File: config.mk
export PLATFORM = sky130hd
export DESIGN_NAME = tcc_channel
export DESIGN_NICKNAME = d
export VERILOG_FILES = /design/src/pkg/tcc_pkg.sv /design/src/hw/tcc_edge_det.sv /design/src/hw/tcc_channel.sv
export VERILOG_INCLUDE_DIRS = /design/src /design/src/pkg
export SDC_FILE = /design/constraint.sdc
export NUM_CORES = 1
export LEC_CHECK = 0
export BUFFER_PORTS_ARGS = -buffer_cell sky130_fd_sc_hd__buf_2
export CAP_MARGIN = 0
export CORE_ASPECT_RATIO = 1.5
export CORE_UTILIZATION = 59
export DETAILED_ROUTE_END_ITERATION = 12
export PLACE_DENSITY = 0.8
export SLEW_MARGIN = 25
export SYNTH_ARGS = -nofsm -noshare
export SYNTH_HDL_FRONTEND = slang
export SYNTH_HIERARCHICAL = 1
export SYNTH_SLANG_ARGS = --single-unit
File: constraint.sdc
create_clock -name ref_clk -period 3.2 [get_ports ref_clk]
set_input_delay 0.16 -clock ref_clk [delete_from_list [all_inputs] [get_ports ref_clk]]
set_output_delay 0.16 -clock ref_clk [all_outputs]
set_load 0.03 [all_outputs]
File: src/pkg/tcc_cfg.svh
`ifndef TCC_CFG_SVH
`define TCC_CFG_SVH
`define TCC_CNT_W 16
`define TCC_CNT_ZERO 16'h0000
`define TCC_CCR_RST 16'h0000
`define TCC_EDGE_RISE 2'h1
`define TCC_EDGE_FALL 2'h2
`define TCC_EDGE_BOTH 2'h3
`endif

File: src/pkg/tcc_pkg.sv
package tcc_pkg;
	typedef enum logic [3:0] {
		TCC_MODE_INTERVAL,
		TCC_MODE_EXT_EVENT,
		TCC_MODE_EXT_TRIG_PULSE,
		TCC_MODE_ONE_SHOT,
		TCC_MODE_PWM,
		TCC_MODE_FREE_RUN,
		TCC_MODE_PULSE_WIDTH,
		TCC_MODE_TRI_PWM,
		TCC_MODE_ENC_CMP
	} tcc_mode_t;

	typedef struct packed {
		tcc_mode_t   mode;
		logic        capture_sel;
		logic [1:0]  edge_sel;
		logic        out_enable;
	} tcc_cfg_t;

	typedef struct packed {
		logic        wr;
		logic [15:0] wdata;
		logic        rd;
	} tcc_sw_t;
endpackage

File: src/hw/tcc_edge_det.sv
`timescale 1ns/100ps
`include "tcc_cfg.svh"
module tcc_edge_det
	import tcc_pkg::*;
(
	input  wire logic       ref_clk,
	input  wire logic       nrst,
	input  wire logic       pin_in,
	input  wire logic [1:0] edge_sel,
	output logic            edge_pulse
);
	// two-flop synchroniser, then one more stage for edge history
	logic sync1_reg;
	logic sync2_reg;
	logic hist_reg;
	logic sync1_next;
	logic sync2_next;
	logic hist_next;

	always_comb
	begin
		sync1_next = pin_in;
		sync2_next = sync1_reg;
		hist_next  = sync2_reg;
	end

	always_ff @(posedge ref_clk or negedge nrst)
	begin
		if (!nrst)
		begin
			sync1_reg <= 1'b0;
			sync2_reg <= 1'b0;
			hist_reg  <= 1'b0;
		end
		else
		begin
			sync1_reg <= sync1_next;
			sync2_reg <= sync2_next;
			hist_reg  <= hist_next;
		end
	end

	always_comb
	begin
		case (edge_sel)
			`TCC_EDGE_RISE: edge_pulse = sync2_reg & ~hist_reg;
			`TCC_EDGE_FALL: edge_pulse = ~sync2_reg & hist_reg;
			`TCC_EDGE_BOTH: edge_pulse = sync2_reg ^ hist_reg;
			default:        edge_pulse = 1'b0;
		endcase
	end
endmodule

File: src/hw/tcc_channel.sv
`timescale 1ns/100ps
`include "tcc_cfg.svh"
// Notes on behaviour
// - compare-mode register writes are accepted while the counter runs; capture modes refuse them.
// - compare uses a shadow buffer loaded from the written value.
// - counter equal to shadow buffer raises the match interrupt pulse.
// - each match inverts the timer output when output is enabled.
// - dropping run enable keeps the compare value.
// - free-running capture stores the counter on a valid trigger edge.
// - pulse-width mode stores the counter and clears it to zero.
// - reads during capture return one consistent registered value.
// - dropping run enable clears the register when used for capture.
// - batch-write modes arm an update by the register write.
// - other compare modes load the shadow buffer immediately.
// - pulse-width mode is capture only; writes do not load compare.
module tcc_channel
	import tcc_pkg::*;
(
	input  wire logic        ref_clk,
	input  wire logic        nrst,
	input  wire logic        counter_run_enable,
	input  tcc_cfg_t         cfg,
	input  tcc_sw_t          sw,
	input  wire logic        period_end,
	input  wire logic        capture_trigger_input_one,
	output logic [15:0]      counter_value,
	output logic [15:0]      read_data,
	output logic             match_capture_irq_one,
	output logic             timer_output_one
);
	logic [15:0] counter_reg;
	logic [15:0] counter_next;
	logic [15:0] ccr_reg;
	logic [15:0] ccr_next;
	logic [15:0] compare_shadow_buffer;
	logic [15:0] shadow_next;
	logic        pending_reg;
	logic        pending_next;
	logic        irq_reg;
	logic        irq_next;
	logic        out_reg;
	logic        out_next;
	logic [15:0] rdata_reg;
	logic [15:0] rdata_next;
	logic        run_d_reg;
	logic        run_d_next;
	logic        trig_edge;
	logic        batch_mode;
	logic        capture_mode;
	logic        pw_mode;
	logic        match;
	logic        cap_event;

	tcc_edge_det u_edge (
		.ref_clk    (ref_clk),
		.nrst       (nrst),
		.pin_in     (capture_trigger_input_one),
		.edge_sel   (cfg.edge_sel),
		.edge_pulse (trig_edge)
	);

	always_comb
	begin
		batch_mode   = (cfg.mode == TCC_MODE_EXT_TRIG_PULSE) ||
			(cfg.mode == TCC_MODE_PWM) || (cfg.mode == TCC_MODE_TRI_PWM);
		pw_mode      = (cfg.mode == TCC_MODE_PULSE_WIDTH);
		capture_mode = pw_mode || ((cfg.mode == TCC_MODE_FREE_RUN) && cfg.capture_sel);
		match        = counter_run_enable && !capture_mode &&
			(counter_reg == compare_shadow_buffer);
		cap_event    = counter_run_enable && capture_mode && trig_edge;
	end

	always_comb
	begin
		counter_next = counter_reg;
		ccr_next     = ccr_reg;
		shadow_next  = compare_shadow_buffer;
		pending_next = pending_reg;
		irq_next     = 1'b0;
		out_next     = out_reg;
		run_d_next   = counter_run_enable;
		rdata_next   = rdata_reg;
		if (counter_run_enable)
		begin
			if (period_end)
				counter_next = `TCC_CNT_ZERO;
			else
				counter_next = counter_reg + 16'h0001;
		end
		else
			counter_next = `TCC_CNT_ZERO;
		if (cap_event)
		begin
			ccr_next = counter_reg;
			irq_next = 1'b1;
			if (pw_mode)
				counter_next = `TCC_CNT_ZERO;
		end
		else if (sw.wr && !capture_mode)
		begin
			// accepted regardless of run state
			ccr_next = sw.wdata;
			if (batch_mode)
				pending_next = 1'b1;
			else
				shadow_next = sw.wdata;
		end
		// pulse-width mode ignores compare writes entirely
		if (batch_mode && pending_reg && (period_end || !counter_run_enable))
		begin
			shadow_next  = ccr_reg;
			pending_next = sw.wr;
		end
		if (match)
		begin
			irq_next = 1'b1;
			if (cfg.out_enable)
				out_next = ~out_reg;
		end
		// clear only for capture; compare value survives a stop
		if (!counter_run_enable && run_d_reg && capture_mode)
			ccr_next = `TCC_CCR_RST;
		// snapshot the whole word so a racing capture cannot tear it
		if (sw.rd)
			rdata_next = ccr_reg;
	end

	always_ff @(posedge ref_clk or negedge nrst)
	begin
		if (!nrst)
		begin
			counter_reg           <= `TCC_CNT_ZERO;
			ccr_reg               <= `TCC_CCR_RST;
			compare_shadow_buffer <= `TCC_CCR_RST;
			pending_reg           <= 1'b0;
			irq_reg               <= 1'b0;
			out_reg               <= 1'b0;
			run_d_reg             <= 1'b0;
			rdata_reg             <= `TCC_CCR_RST;
		end
		else
		begin
			counter_reg           <= counter_next;
			ccr_reg               <= ccr_next;
			compare_shadow_buffer <= shadow_next;
			pending_reg           <= pending_next;
			irq_reg               <= irq_next;
			out_reg               <= out_next;
			run_d_reg             <= run_d_next;
			rdata_reg             <= rdata_next;
		end
	end

	always_comb
	begin
		counter_value         = counter_reg;
		read_data             = rdata_reg;
		match_capture_irq_one = irq_reg;
		timer_output_one      = out_reg;
	end

	AST_MATCH_IRQ: assert property (@(posedge ref_clk) disable iff (!nrst)
		match |=> match_capture_irq_one)
		else $error("match did not raise irq");

	AST_TOGGLE: assert property (@(posedge ref_clk) disable iff (!nrst)
		(match && cfg.out_enable) |=> (timer_output_one != $past(timer_output_one)))
		else $error("output not inverted on match");

	AST_NO_TOGGLE: assert property (@(posedge ref_clk) disable iff (!nrst)
		!match |=> $stable(timer_output_one))
		else $error("output changed without match");

	AST_CAPTURE: assert property (@(posedge ref_clk) disable iff (!nrst)
		cap_event |=> (ccr_reg == $past(counter_reg)))
		else $error("capture value wrong");

	AST_PW_CLEAR: assert property (@(posedge ref_clk) disable iff (!nrst)
		(cap_event && pw_mode) |=> (counter_reg == `TCC_CNT_ZERO))
		else $error("counter not cleared on pulse-width capture");

	AST_READ: assert property (@(posedge ref_clk) disable iff (!nrst)
		sw.rd |=> (read_data == $past(ccr_reg)))
		else $error("read value not consistent");

	AST_CAP_CLR: assert property (@(posedge ref_clk) disable iff (!nrst)
		($fell(counter_run_enable) && capture_mode) |=> (ccr_reg == `TCC_CCR_RST))
		else $error("capture register not cleared on stop");

	AST_KEEP_CMP: assert property (@(posedge ref_clk) disable iff (!nrst)
		(!counter_run_enable && !capture_mode && !sw.wr) |=> $stable(ccr_reg))
		else $error("compare register changed on stop");

	AST_ANYTIME: assert property (@(posedge ref_clk) disable iff (!nrst)
		(sw.wr && !capture_mode && !batch_mode)
		|=> (compare_shadow_buffer == $past(sw.wdata)))
		else $error("anytime write not applied");

	AST_BATCH_HOLD: assert property (@(posedge ref_clk) disable iff (!nrst)
		(sw.wr && batch_mode && !pending_reg && counter_run_enable && !period_end)
		|=> $stable(compare_shadow_buffer))
		else $error("batch write applied early");

	AST_WR_RUN: assert property (@(posedge ref_clk) disable iff (!nrst)
		(sw.wr && counter_run_enable && !capture_mode)
		|=> (ccr_reg == $past(sw.wdata)))
		else $error("running write not accepted");

	AST_SHADOW_SRC: assert property (@(posedge ref_clk) disable iff (!nrst)
		(!sw.wr && !pending_reg)
		|=> $stable(compare_shadow_buffer))
		else $error("shadow changed without a write");

	AST_IRQ_CAUSE: assert property (@(posedge ref_clk) disable iff (!nrst)
		match_capture_irq_one
		|-> ($past(match) || $past(cap_event)))
		else $error("irq without match or capture");

	AST_IRQ_QUIET: assert property (@(posedge ref_clk) disable iff (!nrst)
		(!match && !cap_event)
		|=> !match_capture_irq_one)
		else $error("irq raised with no cause");

	AST_IRQ_STOPPED: assert property (@(posedge ref_clk) disable iff (!nrst)
		!counter_run_enable
		|=> !match_capture_irq_one)
		else $error("irq raised while stopped");

	AST_OUT_DISABLED: assert property (@(posedge ref_clk) disable iff (!nrst)
		!cfg.out_enable
		|=> $stable(timer_output_one))
		else $error("output toggled while disabled");

	AST_OUT_CAUSE: assert property (@(posedge ref_clk) disable iff (!nrst)
		$changed(timer_output_one)
		|-> ($past(match) && $past(cfg.out_enable)))
		else $error("output changed without enabled match");

	AST_STOP_SHADOW: assert property (@(posedge ref_clk) disable iff (!nrst)
		($fell(counter_run_enable) && !batch_mode && !sw.wr)
		|=> $stable(compare_shadow_buffer))
		else $error("shadow changed on stop");

	AST_STOP_CCR: assert property (@(posedge ref_clk) disable iff (!nrst)
		($fell(counter_run_enable) && !capture_mode && !sw.wr)
		|=> $stable(ccr_reg))
		else $error("compare value lost on stop");

	AST_CAP_IRQ: assert property (@(posedge ref_clk) disable iff (!nrst)
		cap_event
		|=> match_capture_irq_one)
		else $error("capture did not raise irq");

	AST_CAP_NO_CLEAR: assert property (@(posedge ref_clk) disable iff (!nrst)
		(cap_event && !pw_mode && !period_end)
		|=> (counter_value == $past(counter_reg) + 16'h0001))
		else $error("free-running capture disturbed the counter");

	AST_CAP_HOLD: assert property (@(posedge ref_clk) disable iff (!nrst)
		(capture_mode && counter_run_enable && !cap_event)
		|=> $stable(ccr_reg))
		else $error("capture register changed without edge");

	AST_PW_COUNT: assert property (@(posedge ref_clk) disable iff (!nrst)
		(pw_mode && counter_run_enable && !cap_event && !period_end)
		|=> (counter_value == $past(counter_reg) + 16'h0001))
		else $error("pulse-width counter did not advance");

	AST_READ_HOLD: assert property (@(posedge ref_clk) disable iff (!nrst)
		!sw.rd
		|=> $stable(read_data))
		else $error("read data changed without a read");

	AST_CAP_CLR_ONCE: assert property (@(posedge ref_clk) disable iff (!nrst)
		(!counter_run_enable && !run_d_reg && !sw.wr)
		|=> $stable(ccr_reg))
		else $error("register changed while stopped");

	AST_BATCH_PEND: assert property (@(posedge ref_clk) disable iff (!nrst)
		(sw.wr && batch_mode)
		|=> pending_reg)
		else $error("batch write not armed");

	AST_WR_REFUSED: assert property (@(posedge ref_clk) disable iff (!nrst)
		(sw.wr && capture_mode && counter_run_enable && !cap_event)
		|=> $stable(ccr_reg))
		else $error("write accepted in capture mode");

	AST_PW_SHADOW: assert property (@(posedge ref_clk) disable iff (!nrst)
		pw_mode
		|=> $stable(compare_shadow_buffer))
		else $error("shadow loaded in pulse-width mode");

	AST_BATCH_APPLY: assert property (@(posedge ref_clk) disable iff (!nrst)
		(batch_mode && pending_reg && period_end)
		|=> (compare_shadow_buffer == $past(ccr_reg)))
		else $error("batch value not applied at boundary");

	AST_BATCH_CLEAR: assert property (@(posedge ref_clk) disable iff (!nrst)
		(batch_mode && pending_reg && period_end && !sw.wr)
		|=> !pending_reg)
		else $error("batch request left armed");

	AST_STOP_APPLY: assert property (@(posedge ref_clk) disable iff (!nrst)
		(batch_mode && pending_reg && !counter_run_enable)
		|=> (compare_shadow_buffer == $past(ccr_reg)))
		else $error("batch value not applied while stopped");
endmodule

# Word-level counts from Yosys, hierarchy flattened

Index checks and enable logic that the tools add are counted.

Register bits: 71
Input bits: 31

Add/sub/neg operators: 1
Equality and inequality tests: 11
Mux-type cells: 18
Bitwise operators: 6
Reductions and logical operators: 22

Operators with widths:

| kind                                                             | count |
|---|---|
| 16-bit 2-to-1 mux                                                | 11 |
| 16-bit by 1-bit adder with 16-bit output (second input constant) | 1 |
| 16-bit == test                                                   | 1 |
| 4-bit by 3-bit == test with 1-bit output (second input constant) | 4 |
| 1-bit logical AND                                                | 10 |
| 1-bit 2-to-1 mux                                                 | 6 |
| 3-bit AND reduction                                              | 2 |
| 2-bit == test (second input constant)                            | 2 |
| 4-bit by 2-bit == test with 1-bit output (second input constant) | 1 |
| 1-bit logical OR                                                 | 4 |
| 2-bit by 1-bit != test with 1-bit output (second input constant) | 2 |
| 2-bit nonzero test                                               | 2 |
| 1-bit NOT                                                        | 3 |
| 1-bit one-hot mux with 3 select lines                            | 1 |
| 3-bit nonzero test                                               | 1 |
| 1-bit AND                                                        | 2 |
| 2-bit by 1-bit == test with 1-bit output (second input constant) | 1 |
| 1-bit zero test                                                  | 2 |
| 2-bit AND reduction                                              | 1 |
| 1-bit XOR                                                        | 1 |

# Longest topological paths before layout

Depth in word-level cells: 8
Depth in mapped cells: 11
Depth with buffers taken out: 9

# Modules after synthesis

Netlist, hierarchy kept.

By module, submodules not included:

| module       | instances | cells each | area an instance (um^2) | seq. area each (um^2) |
|---|---|---|---|---|
| tcc_channel  | 1         | 303        | 3268.1                  | 1701.6 |
| tcc_edge_det | 1         | 12         | 133.9                   | 75.1 |

# Worst setup path before layout

Ideal clock, no wire load.

Path type: reg-to-reg
Start: register u_edge.hist_reg
End: register ccr_reg[8]
Data arrival time: 1.780 ns
Setup slack: 1.346 ns
Cell stages (with the launch flop): 11
Clock period less this slack: 1.854 ns
Cells stage by stage: dfrtp_1 -> inv_1 -> ha_1 -> nor2b_1 -> o21ai_1 -> o21ai_1 -> nand2_1 -> nor2_1 -> clkbuf_1 -> a22oi_1 -> o21ai_2

Cells in the longest elaborated chain, start to end: 6
Elaborated cells on any way between the ends: 9
Those cells by class: 3 x mux; 4 x bitwise; 2 x reduce/logical

Ends and longest elaborated chain:

| what                                    | line               | text |
|---|---|---|
| from (decl)                             | tcc_edge_det.sv:15 | `logic hist_reg;` |
| from (signal assigned)                  | tcc_edge_det.sv:39 | `hist_reg <= hist_next;` |
| 1-bit NOT                               | tcc_edge_det.sv:46 | `` `TCC_EDGE_RISE: edge_pulse = sync2_reg & ~hist_reg; `` |
| 1-bit AND                               | tcc_edge_det.sv:46 |  |
| 1-bit one-hot mux with 3 select lines * | tcc_edge_det.sv:45 | `case (edge_sel)` |
| via trig_edge                           | tcc_channel.sv:47  | `logic trig_edge;` |
| 1-bit logical AND *                     | tcc_channel.sv:70  | `cap_event = counter_run_enable && capture_mode && trig_edge;` |
| 16-bit 2-to-1 mux                       | tcc_channel.sv:92  | `if (cap_event)` |
| 16-bit 2-to-1 mux                       | tcc_channel.sv:121 | `if (!counter_run_enable && run_d_reg && capture_mode)` |
| to (signal assigned)                    | tcc_channel.sv:133 | `` ccr_reg <= `TCC_CCR_RST; `` |
| to (signal assigned)                    | tcc_channel.sv:144 | `ccr_reg <= ccr_next;` |
| to (decl)                               | tcc_channel.sv:33  | `logic [15:0] ccr_reg;` |

The timed path passes the listed nets; every way through them passes the cells marked *.
A chain may end at the register's enable or synchronous reset.

# Worst setup path after layout

Start: register u_edge.hist_reg
End: register ccr_reg[0]

The elaborated chain is that of the path after synthesis.

==> flow_summary.toml <==
[synth]
synth.avg_cell_area_um2 = 10.8
yosysWarnings = 6
synth_nets = 349
synthDistinctLibCells = 35
synthXorXnorAreaFrac_pct = 8.24
ys_seq_elements = 71
ys_seq_area_share_pct = 52.2
synth-compound-area-share_pct = 11.6
synth_mux_area_share_pct = 10.0
synth_ff_type = "dfrtp_1"
netlist_area_um2 = 3400
synth-simple-area-share_pct = 11.0
synth_top_family_by_area = "compound AO/OA/AOI/OAI gates"
ys_async_sr_fraction_pct = 100
syn_inst = 315
yosys.area_share.adder_pct = 1.10
synth_edf_count = 0

[sta]
worst_slew_pin_slew_ns = 0.806
setup_viol = 0
hold_violations = 0
report.final.slew_viol_count = 0
rsz0062_at_grt = "false"
setup-tns-final_ns = 0
hold_ws_ns = 0.0475
maxSlewHeadroom_pct = 46.2
fin_crit_sh_pct = 68.2
max_clock_freq_mhz = 458
clock_skew_ns = 0.00752
fin_crit_ns = 2.18

[placed_design]
portBuffers = 64
hpwl_um = 5350
place_area_um2 = 3740
place_congestion = 0.837

[drt]
drt_iter0_markers = 118
wl_per_cell_um = 16.5
dr.pass1.iters = 5
vias_per_cell = 5.64
drt_wl_total_um = 7500
drcViolationCount = 0
antenna_left = 0
vias = 2565

[global_routing]
grtUsageTotal_pct = 27.3
antenna_found_initial = 0
overflow = 0
grt_pass1_vias = 2551
grt_first_pass_wirelength_um = 12300
grt_max_degree = 45

[min_path]
whs_path_depth = 3
hp-class = "primary input to flip-flop"
hp-start = "sw[6]"
holdPathEnd = "ccr_reg[5]$_DFFE_PN0P_"

[final_layout]
area_growth_syn_to_layout_pct = 16.6
stdcell_area_um2 = 3970
fillCellCount = 421
nets = 414
n_antenna_cell = 0
final_common_cell = "dfrtp_1"
layout_common_cells = "71 x dfrtp_1, 63 x buf_2, 24 x inv_1"
drive_gt1_share_pct = 29.6

[critical_path]
crit_required_ns = 3.39
crit_arrival_ns = 2.38
critPathCaptureType = "flip-flop"
reg2reg_to = "ccr_reg[0]$_DFFE_PN0P_"
worst-r2r-cell-count = 9
rrSetupSlack_ns = 1.02
r2r_start = "u_edge/hist_reg$_DFF_PN0_"
crit_path_max_fanout = 16
path_class = "flip-flop to flip-flop"
critPathLaunchType = "flip-flop"

[clocking]
clk_pin_slew_ns = 0.07
clock-sinks = 71
cts_resized = 0
post-cts-setup-buffer-count = 0
insertion_delay_ns = 0.35
hold_buffers = 2
cts-root-buf = "clkbuf_8"
cts_max_level = 3
cts.path.max_buffers = 2
cts_tree = "yes"
cts_buffers = 9

[floorplan]
rows = 33
fp.dieW_um = 64
core-area_um2 = 5490
io-pin-count = 65
dieArea_um2 = 6080
start_util_pct = 62.0
fp.dieH_um = 95

[pwr]
irDropWorstVdd_v = 0.000423
leakagePower_nw = 1.86
power_density_nw_per_um2 = 552

[flow_run]
max_cap_viol_count = 0

[status]
status = "complete, no violations"
==> power by group <==
group / switching [W] / total [W] / leakage [nW] / internal [W]
combinational: 0.000242 / 0.000410 / 0.862 / 0.000169
clock: 0.000321 / 0.000699 / 0.100 / 0.000378
sequential: 0.0000722 / 0.00108 / 0.895 / 0.00101
==> Yosys cell counts (all sizes together), types with 5 or more instances <==
library cell / n / area [um^2]
a22oi: 16 / 120
buf: 10 / 77.6
clkbuf: 8 / 30.0
dfrtp: 71 / 1780
inv: 24 / 90.1
mux2: 16 / 180
mux2i: 16 / 160
nand2: 21 / 78.8
nand3: 10 / 50.1
nand4: 7 / 43.8
nor2: 20 / 75.1
nor3: 5 / 30.0
o21ai: 35 / 216
xnor2: 23 / 201
xor2: 9 / 78.8
==> layout make-up <==
class                           count  area [um^2]  area share (%)
Multi-Input combinational cell    202         1430            36.1
Tap cell                           70         87.6            2.21
Sequential cell                    71         1780            44.8
Clock buffer                       12          145            3.66
Clock inverter                      4         45.0            1.14
Inverter                           24         90.1            2.27
Timing Repair Buffer               72          390            9.85
==> kinds of logic (layout without fill, tap and decap cells) <==
kind of cell	count (synthesis)	after routing
flip-flops	71	71
XOR/XNOR	32	32
buffers and inverters	42	112
adder cells (fa/ha/maj)	3	3
AO/OA/AOI/OAI	58	58
multiplexers	32	32
AND/OR/NAND/NOR	77	77
==> per-stage QoR <==
stage | std cells | util [%] | power [W] | worst slack, ns
floorplan | 315 | - | 0.00138 | 1.35
global placement | 436 | 68.1 | 0.00148 | 0.870
detailed placement | 436 | 68.1 | 0.00150 | 1.02
CTS | 454 | 72.0 | 0.00220 | 1.02
global route | 455 | 72.2 | 0.00228 | 0.849
finish | 455 | 72.2 | 0.00219 | 1.02
==> per-layer routing <==
metal	share of wire (%)	GRT usage [%]	vias up	routed length, um
met3	5.0	5.31	19	374
met2	52	47.5	78	3900
li1	-	-	1195	-
met5	0	0	-	0
met4	3.3	14.0	0	248
met1	40	31.8	1273	2970
==> worst max-delay path, cell delays in order, from the launching register on <==
cell     delay, ns
dfrtp_1       0.36
inv_1         0.05
ha_1          0.28
nor2b_1       0.10
o21ai_1       0.07
o21ai_1       0.11
nand2_1       0.11
a21oi_1       0.12
or2_1         0.64
o21ai_0       0.18
==> worst max-delay path by stage <==
stage / start / endpoint / slack (ns) / cells past startpoint
floorplan: u_edge/hist_reg$_DFF_PN0_ / ccr_reg[8]$_DFFE_PN0P_ / 1.35 / 10
global placement: u_edge/hist_reg$_DFF_PN0_ / ccr_reg[10]$_DFFE_PN0P_ / 0.87 / 9
detailed placement: cfg[4] / ccr_reg[0]$_DFFE_PN0P_ / 1.02 / 7
CTS: u_edge/hist_reg$_DFF_PN0_ / ccr_reg[0]$_DFFE_PN0P_ / 1.02 / 9
global route: u_edge/hist_reg$_DFF_PN0_ / ccr_reg[0]$_DFFE_PN0P_ / 0.85 / 9
finish: u_edge/hist_reg$_DFF_PN0_ / ccr_reg[0]$_DFFE_PN0P_ / 1.02 / 9
Power figures use the tool's default switching activity.
